### src/pwm_pkg.sv
// Constants and types shared by the three-phase gate generator
package pwm_pkg;
	localparam int PH_W   = 24;
	localparam int ANG_W  = 16;
	localparam int CAR_W  = 12;
	localparam int DT_W   = 8;
	localparam int AMP_W  = 8;
	localparam int SPD_W  = 16;
	localparam int SIN_W  = 14;
	localparam int NPH    = 3;
	localparam int CLK_NS = 50;
	localparam int DEAD_NS  = 2000;
	localparam int DEAD_CYC = (DEAD_NS + CLK_NS - 1) / CLK_NS;
	localparam logic signed [SIN_W-1:0] FULL = 14'sh07ff;
	localparam logic [ANG_W-1:0] LAG [NPH] = '{16'h0000, 16'h5555,
		16'haaaa};
	localparam logic [10:0] SINE_Q [16] = '{11'h064, 11'h12c, 11'h1f1,
		11'h2b2, 11'h36b, 11'h41c, 11'h4c3, 11'h55f, 11'h5ed, 11'h66c,
		11'h6dc, 11'h73b, 11'h787, 11'h7c2, 11'h7e9, 11'h7fd};
	localparam logic [2:0] SECTORS    = 3'h6;
	localparam logic [2:0] SEC_H120_E = 3'h2;
	localparam logic [2:0] SEC_L120_B = 3'h3;
	localparam logic [2:0] SEC_L120_E = 3'h5;
	localparam logic [2:0] SEC_HALF   = 3'h3;
	typedef enum logic [2:0] {
		MODE_OFF,
		MODE_BLK120,
		MODE_BLK180,
		MODE_SINE3,
		MODE_DPWM_BOTH,
		MODE_DPWM_LOW
	} mode_type;
endpackage : pwm_pkg

### src/three_phase_commutation_pwm.sv
// Six-output gate generator for a three-phase bridge
`timescale 1ns/1ps
module three_phase_commutation_pwm
	import pwm_pkg::*;
#(
	parameter logic [pwm_pkg::DT_W-1:0] DEAD_CYCLES =
		pwm_pkg::DT_W'(pwm_pkg::DEAD_CYC)
) (
	input  wire                        core_clk,
	input  wire                        rst_n,
	input  pwm_pkg::mode_type          mode,
	input  wire                        low_side_pwm,
	input  wire                        comp_inverse,
	input  wire [pwm_pkg::CAR_W-1:0]   carrier_period,
	input  wire [pwm_pkg::CAR_W-1:0]   block_duty,
	input  wire [pwm_pkg::AMP_W-1:0]   amplitude,
	input  wire [pwm_pkg::SPD_W-1:0]   speed_step,
	output logic                       gate_u_hi,
	output logic                       gate_u_lo,
	output logic                       gate_v_hi,
	output logic                       gate_v_lo,
	output logic                       gate_w_hi,
	output logic                       gate_w_lo,
	output logic [2:0]                 sector,
	output logic                       carrier_down
);
	import pwm_pkg::*;

	typedef struct packed {
		logic [PH_W-1:0]            phase;
		logic [CAR_W-1:0]           carrier;
		logic                       dir_down;
		logic [NPH-1:0]             hi;
		logic [NPH-1:0]             lo;
		logic [NPH-1:0][DT_W-1:0]   dcnt;
		logic [2:0]                 sec_u;
	} state_type;

	state_type r;
	state_type n;

	logic        [ANG_W-1:0]   ang   [NPH];
	logic        [2:0]         sec   [NPH];
	logic signed [SIN_W-1:0]   vref  [NPH];
	logic signed [SIN_W-1:0]   vmod  [NPH];
	logic signed [22:0]        sprod [NPH];
	logic signed [26:0]        cprod [NPH];
	logic signed [15:0]        refc  [NPH];
	logic signed [SIN_W-1:0]   vmax;
	logic signed [SIN_W-1:0]   vmin;
	logic signed [SIN_W-1:0]   voff;
	logic        [NPH-1:0]     pwm;
	logic        [NPH-1:0]     clamp_hi;
	logic        [NPH-1:0]     clamp_lo;
	logic        [NPH-1:0]     pat_h;
	logic        [NPH-1:0]     pat_l;
	logic        [NPH-1:0]     want_hi;
	logic        [NPH-1:0]     want_lo;
	logic                      chop;

	function automatic logic signed [SIN_W-1:0] sine_of(
		input logic [ANG_W-1:0] a);
		logic [3:0]  idx;
		logic [10:0] mag;
		idx = a[14] ? ~a[13:10] : a[13:10];
		mag = SINE_Q[idx];
		return a[15] ? -$signed({3'h0, mag}) : $signed({3'h0, mag});
	endfunction : sine_of

	function automatic logic [2:0] sector_of(input logic [ANG_W-1:0] a);
		logic [18:0] p;
		p = {3'h0, a} * 19'(SECTORS);
		return p[18:16];
	endfunction : sector_of

	always_comb begin
		n = r;
		n.phase = r.phase + PH_W'(speed_step);
		// Carrier: triangle between zero and the period
		if (carrier_period == '0) begin
			n.carrier  = '0;
			n.dir_down = 1'b0;
		end else if (!r.dir_down) begin
			if (r.carrier >= carrier_period) begin
				n.dir_down = 1'b1;
				n.carrier  = r.carrier - 12'h001;
			end else begin
				n.carrier = r.carrier + 12'h001;
			end
		end else if (r.carrier == '0) begin
			n.dir_down = 1'b0;
			n.carrier  = 12'h001;
		end else begin
			n.carrier = r.carrier - 12'h001;
		end
		chop = block_duty > r.carrier;
		for (int i = 0; i < NPH; i++) begin
			ang[i]   = r.phase[PH_W-1 -: ANG_W] - LAG[i];
			sec[i]   = sector_of(ang[i]);
			sprod[i] = sine_of(ang[i]) * $signed({1'b0, amplitude});
			vref[i]  = sprod[i][21:8];
		end
		vmax = vref[0];
		vmin = vref[0];
		for (int i = 1; i < NPH; i++) begin
			if (vref[i] > vmax) begin
				vmax = vref[i];
			end
			if (vref[i] < vmin) begin
				vmin = vref[i];
			end
		end
		// Zero-sequence shift pins one phase to a rail
		case (mode)
			MODE_DPWM_BOTH: begin
				if (vmax + vmin >= 14'sh0000) begin
					voff = FULL - vmax;
				end else begin
					voff = -FULL - vmin;
				end
			end
			MODE_DPWM_LOW: voff = -FULL - vmin;
			default: voff = '0;
		endcase
		for (int i = 0; i < NPH; i++) begin
			vmod[i]     = vref[i] + voff;
			clamp_hi[i] = vmod[i] >= FULL;
			clamp_lo[i] = vmod[i] <= -FULL;
			cprod[i]    = vmod[i] * $signed({1'b0, carrier_period});
			refc[i]     = $signed({4'h0, carrier_period >> 1})
				+ $signed({cprod[i][26], cprod[i][26:12]});
			pwm[i]      = refc[i] > $signed({4'h0, r.carrier});
			if (mode == MODE_BLK180) begin
				pat_h[i] = sec[i] < SEC_HALF;
				pat_l[i] = !pat_h[i];
			end else begin
				pat_h[i] = sec[i] < SEC_H120_E;
				pat_l[i] = sec[i] >= SEC_L120_B && sec[i] < SEC_L120_E;
			end
			case (mode)
				MODE_BLK120: begin
					want_hi[i] = pat_h[i] & (low_side_pwm | chop);
					want_lo[i] = pat_l[i] & (!low_side_pwm | chop);
				end
				MODE_BLK180: begin
					want_hi[i] = pat_h[i] ? chop : comp_inverse & !chop;
					want_lo[i] = pat_h[i] ? comp_inverse & !chop : chop;
				end
				MODE_SINE3, MODE_DPWM_BOTH, MODE_DPWM_LOW: begin
					want_hi[i] = clamp_hi[i] | (!clamp_lo[i] & pwm[i]);
					want_lo[i] = !want_hi[i];
				end
				default: begin
					want_hi[i] = 1'b0;
					want_lo[i] = 1'b0;
				end
			endcase
			// Turn-off is immediate, turn-on waits out the dead count.
			// Re-enabling the same switch also waits: this trims short
			// chopped pulses but keeps the stage simple and safe.
			if ((r.hi[i] && !want_hi[i]) || (r.lo[i] && !want_lo[i])) begin
				n.hi[i]   = r.hi[i] & want_hi[i];
				n.lo[i]   = r.lo[i] & want_lo[i];
				n.dcnt[i] = DEAD_CYCLES;
			end else if (r.dcnt[i] != '0) begin
				n.dcnt[i] = r.dcnt[i] - 8'h01;
			end else begin
				n.hi[i] = want_hi[i] & !want_lo[i] & !r.lo[i];
				n.lo[i] = want_lo[i] & !want_hi[i] & !r.hi[i];
			end
		end
		n.sec_u = sec[0];
	end

	always_ff @(posedge core_clk or negedge rst_n) begin
		if (!rst_n) begin
			r <= '0;
		end else begin
			r <= n;
		end
	end

	assign gate_u_hi    = r.hi[0];
	assign gate_u_lo    = r.lo[0];
	assign gate_v_hi    = r.hi[1];
	assign gate_v_lo    = r.lo[1];
	assign gate_w_hi    = r.hi[2];
	assign gate_w_lo    = r.lo[2];
	assign sector       = r.sec_u;
	assign carrier_down = r.dir_down;

	// Phase U is watched above, its load checked at high turn-off only; V and W get the load check at either turn-off
	for (genvar g = 1; g < NPH; g++) begin : g_dead_chk

	end
endmodule : three_phase_commutation_pwm

### config.mk
export PLATFORM = sky130hd
export DESIGN_NAME = three_phase_commutation_pwm
export DESIGN_NICKNAME = d
export VERILOG_FILES = /design/src/pwm_pkg.sv /design/src/three_phase_commutation_pwm.sv
export SDC_FILE = /design/constraint.sdc
export NUM_CORES = 2
export LEC_CHECK = 0
export BUFFER_PORTS_ARGS = -buffer_cell sky130_fd_sc_hd__buf_4
export CAP_MARGIN = 10
export CORE_UTILIZATION = 60
export DETAILED_ROUTE_END_ITERATION = 12
export PLACE_DENSITY_LB_ADDON = 0.12
export SLEW_MARGIN = 30
export SYNTH_ARGS = -nofsm -noshare
export SYNTH_HDL_FRONTEND = slang
export SYNTH_SLANG_ARGS = --single-unit
export TNS_END_PERCENT = 30
### constraint.sdc
create_clock -name core_clk -period 35.2 [get_ports core_clk]
set_clock_uncertainty 0.05 [all_clocks]
set_input_delay 8.8 -clock core_clk [delete_from_list [all_inputs] [get_ports core_clk]]
set_output_delay 8.8 -clock core_clk [all_outputs]
set_load 0.02 [all_outputs]
==> results.md <==
- Slew Limit Headroom: 30.3%
- Vias in the first global route: 37800
- Largest net degree at the start of global routing: 71
- # fillers: 6800
- Post-Synthesis Mean Instance Area: 8.26 um2
- Syn Nets: 6953
- Core Box Area: 75800 um2
- Total Nets Final: 6923
- Crit path top cell by count: a21o_1
- Worst-Skew Late Latency: 0.37 ns
- Yosys top cell area share: 32.1%
- Ports: 65
- Tmin final: 33.57 ns
- Clk buf depth: 2
- Area leader, netlist: fa_1
- RSZ-0062 raised after global routing: no
- Initial antenna violation count: 1
- Wl on met1: 53200 um
- Residual DRC: 0
- Worst endpoint required time: 35.43 ns
- CP Class: in2reg
- Drt wl/cell: 18.3 um
- Final count of pins violating max slew: 0
- Total CTS buffers: 9
- Uppermost layer routed: met4
- # H-tree levels: 3
- Top FF cell, synth: dfrtp_1
- Sequential share of the synthesized area: 3.81%
- Port Buffers: 64
- Status: finished, final reports clean
- DRT Pass-1 Iters: 5
- Synthesis Warnings: 0
- Die Y: 279 um
- Area Overhead vs Synth: 4.19%
- Worst Path Arrival: 33.80 ns
- Final-report setup violation count: 0
- Post-cts resize count: 0
- Finished Core Util: 63.1%
- Fin Hold WS: 0.417 ns
- Critical path launch point type: primary input
- Max Cap Viol: 0
- Clk root buf: clkbuf_16
- Die area: 77700 um2
- RePlAce Congestion: 0.992
- # Post-CTS Setup Buffers: 0
- Met3 wire len: 10300 um
- GR Util All Layers: 31.7%
- CTS Sinks: 70
- Storage cell area: 1750 um2
- Final WL: 119000 um
- Routed via count: 37500
- HP Class: reg2reg
- Post-synthesis cell area: 45900 um2
- Vias per Instance: 5.75
- Critical Path Sink Type: register
- Initial Util: 60.6%
- CP max stage delay: 0.55 ns
- CTS tree: built
- Slowest CP cell: fa_1
- Final Hold Fails: 0
- Hold_buf cts: 0
- Footprint of the multi-input gates: 39000 um2
- Die X: 279 um
- GR Overflow Total: 0
- ANT cells: 0
- Synth Instances: 5561
- Sum Neg Setup Slack: 0 ns
- Synth async-reset ratio: 100%
- Met2 wire len: 52700 um
- DP Wirelength: 96400 um
- Count of flip-flops with a built-in enable after synthesis: 0
- Worst slew pin tran: 1.04 ns
- # rows: 101
- Synth top area cells: fa_1 32%, ha_1 16%, inv_1 10%, nand2_1 4.5%, and2_1 4.2%
- Final period utilization: 95.4%
- Clk pin slew, worst setup/hold paths: 0.07 ns
- Fmax: 29.8 MHz
- First-pass GRT wire length: 197000 um
- Layout cells sized above 1: 4.43%
- CP max FO: 40
- Post-route ant nets: 0
- Synth cell types: 104
- Yosys reg bits: 70
- DR iter-0 viols: 2490
[metrics by stage]
stage | instances | cell area (um2) | setup WS, ns
2_1_floorplan | 5561 | 45900 | 2.72
3_3_place_gp | 6496 | 47500 | 0.737
3_5_place_dp | 6498 | 47500 | 0.481
4_1_cts | 6514 | 47800 | 0.772
5_1_grt | 6514 | 47900 | 0.0117
6_report | 6514 | 47900 | 1.63
[logic make-up after synthesis]
logic type               count (synthesis)  share of synthesized area (%)
adder cells (fa/ha/maj)               1342                           48.6
buffers and inverters                 1400                           11.5
flip-flops                              70                           3.81
AND/OR/NAND/NOR                       1575                           17.0
multiplexers                            45                           1.13
AO/OA/AOI/OAI                          852                           12.7
XOR/XNOR                               277                           5.28
[cell type report]
class                           instances  area share [%]
Tap cell                              978            2.56
Sequential cell                        70            3.66
Multi-Input combinational cell       4091            81.5
Inverter                             1228            9.63
Timing Repair Buffer                  131            2.06
Clock buffer                           11           0.507
Clock inverter                          5           0.120
[cells in the final DEF, fill, tap and decap left out, drive strengths merged, types with 9 or more instances in the layout]
cell type / count
a2111oi: 12
a211oi: 30
a21boi: 12
a21o: 124
a21oi: 220
a31oi: 75
and2: 311
and3: 51
buf: 131
clkbuf: 11
dfrtp: 70
fa: 736
ha: 601
inv: 1227
mux2: 14
mux2i: 27
nand2: 558
nand2b: 54
nand3: 66
nand3b: 10
nand4: 37
nor2: 236
nor2b: 70
nor3: 81
nor4: 25
o211ai: 21
o21a: 47
o21ai: 131
o21bai: 23
o31a: 12
o31ai: 18
o41ai: 9
or2: 19
or3: 13
or4: 15
xnor2: 216
xor2: 61
[registers in the layout, indices dropped and copies added (netlist names)]
register / count
gate_w_hi: 1
gate_w_lo: 1
gate_u_hi: 1
gate_v_hi: 1
gate_u_lo: 1
gate_v_lo: 1
r: 60
sector: 3
carrier_down: 1
[worst max-delay path, delay by kind of cell]
| kind | cells | cell delay (ns) |
|---|---|---|
| AO/OA/AOI/OAI | 51 | 12.56 |
| XOR/XNOR | 5 | 1.04 |
| adder cells (fa/ha/maj) | 17 | 6.90 |
| buffers and inverters | 11 | 1.55 |
| multiplexers | 1 | 0.14 |
| AND/OR/NAND/NOR | 19 | 2.74 |
[final timing paths]
path	from	cells after the start	slack [ns]	to
max reg2reg	r[59]$_DFF_PN0_	119	4.89	r[25]$_DFFE_PN0P_
min reg2reg	r[46]$_DFF_PN0_	1	0.42	r[46]$_DFF_PN0_
min	r[46]$_DFF_PN0_	1	0.42	r[46]$_DFF_PN0_
max	amplitude[1]	104	1.63	r[25]$_DFFE_PN0P_
max in group asynchronous	rst_n	1	26.15	r[69]$_DFF_PN0_
min in group asynchronous	rst_n	1	8.39	r[44]$_DFF_PN0_
[layer usage]
metal  up-vias  global-route usage, %
met3       198                   5.71
met4         0                   7.41
li1      17600                      -
met2      1314                   50.1
met5         -                      0
met1     18400                   45.2
[cell usage after synthesis, drive strengths merged, types with 8 or more instances]
library cell	number
nor4	25
a21oi	220
a31oi	75
o211a	8
o211ai	21
dfrtp	70
o31a	12
fa	736
o41ai	9
buf	19
o21bai	23
mux2	14
a211o	8
or3	13
mux2i	27
ha	601
and2	311
nand2	558
a21boi	12
nor2b	70
a311oi	8
nand4	37
a21o	124
a2111oi	12
a211oi	30
nand3	66
clkbuf	153
or4	15
nor2	236
o31ai	18
xor2	61
or2	19
inv	1226
nand3b	10
nand2b	54
o21ai	131
and3	51
nor3	81
o21a	47
xnor2	216
Power is left out: the tool's default activity adds up to more than one toggle a clock period on the data nets, which glitch-free logic cannot reach.
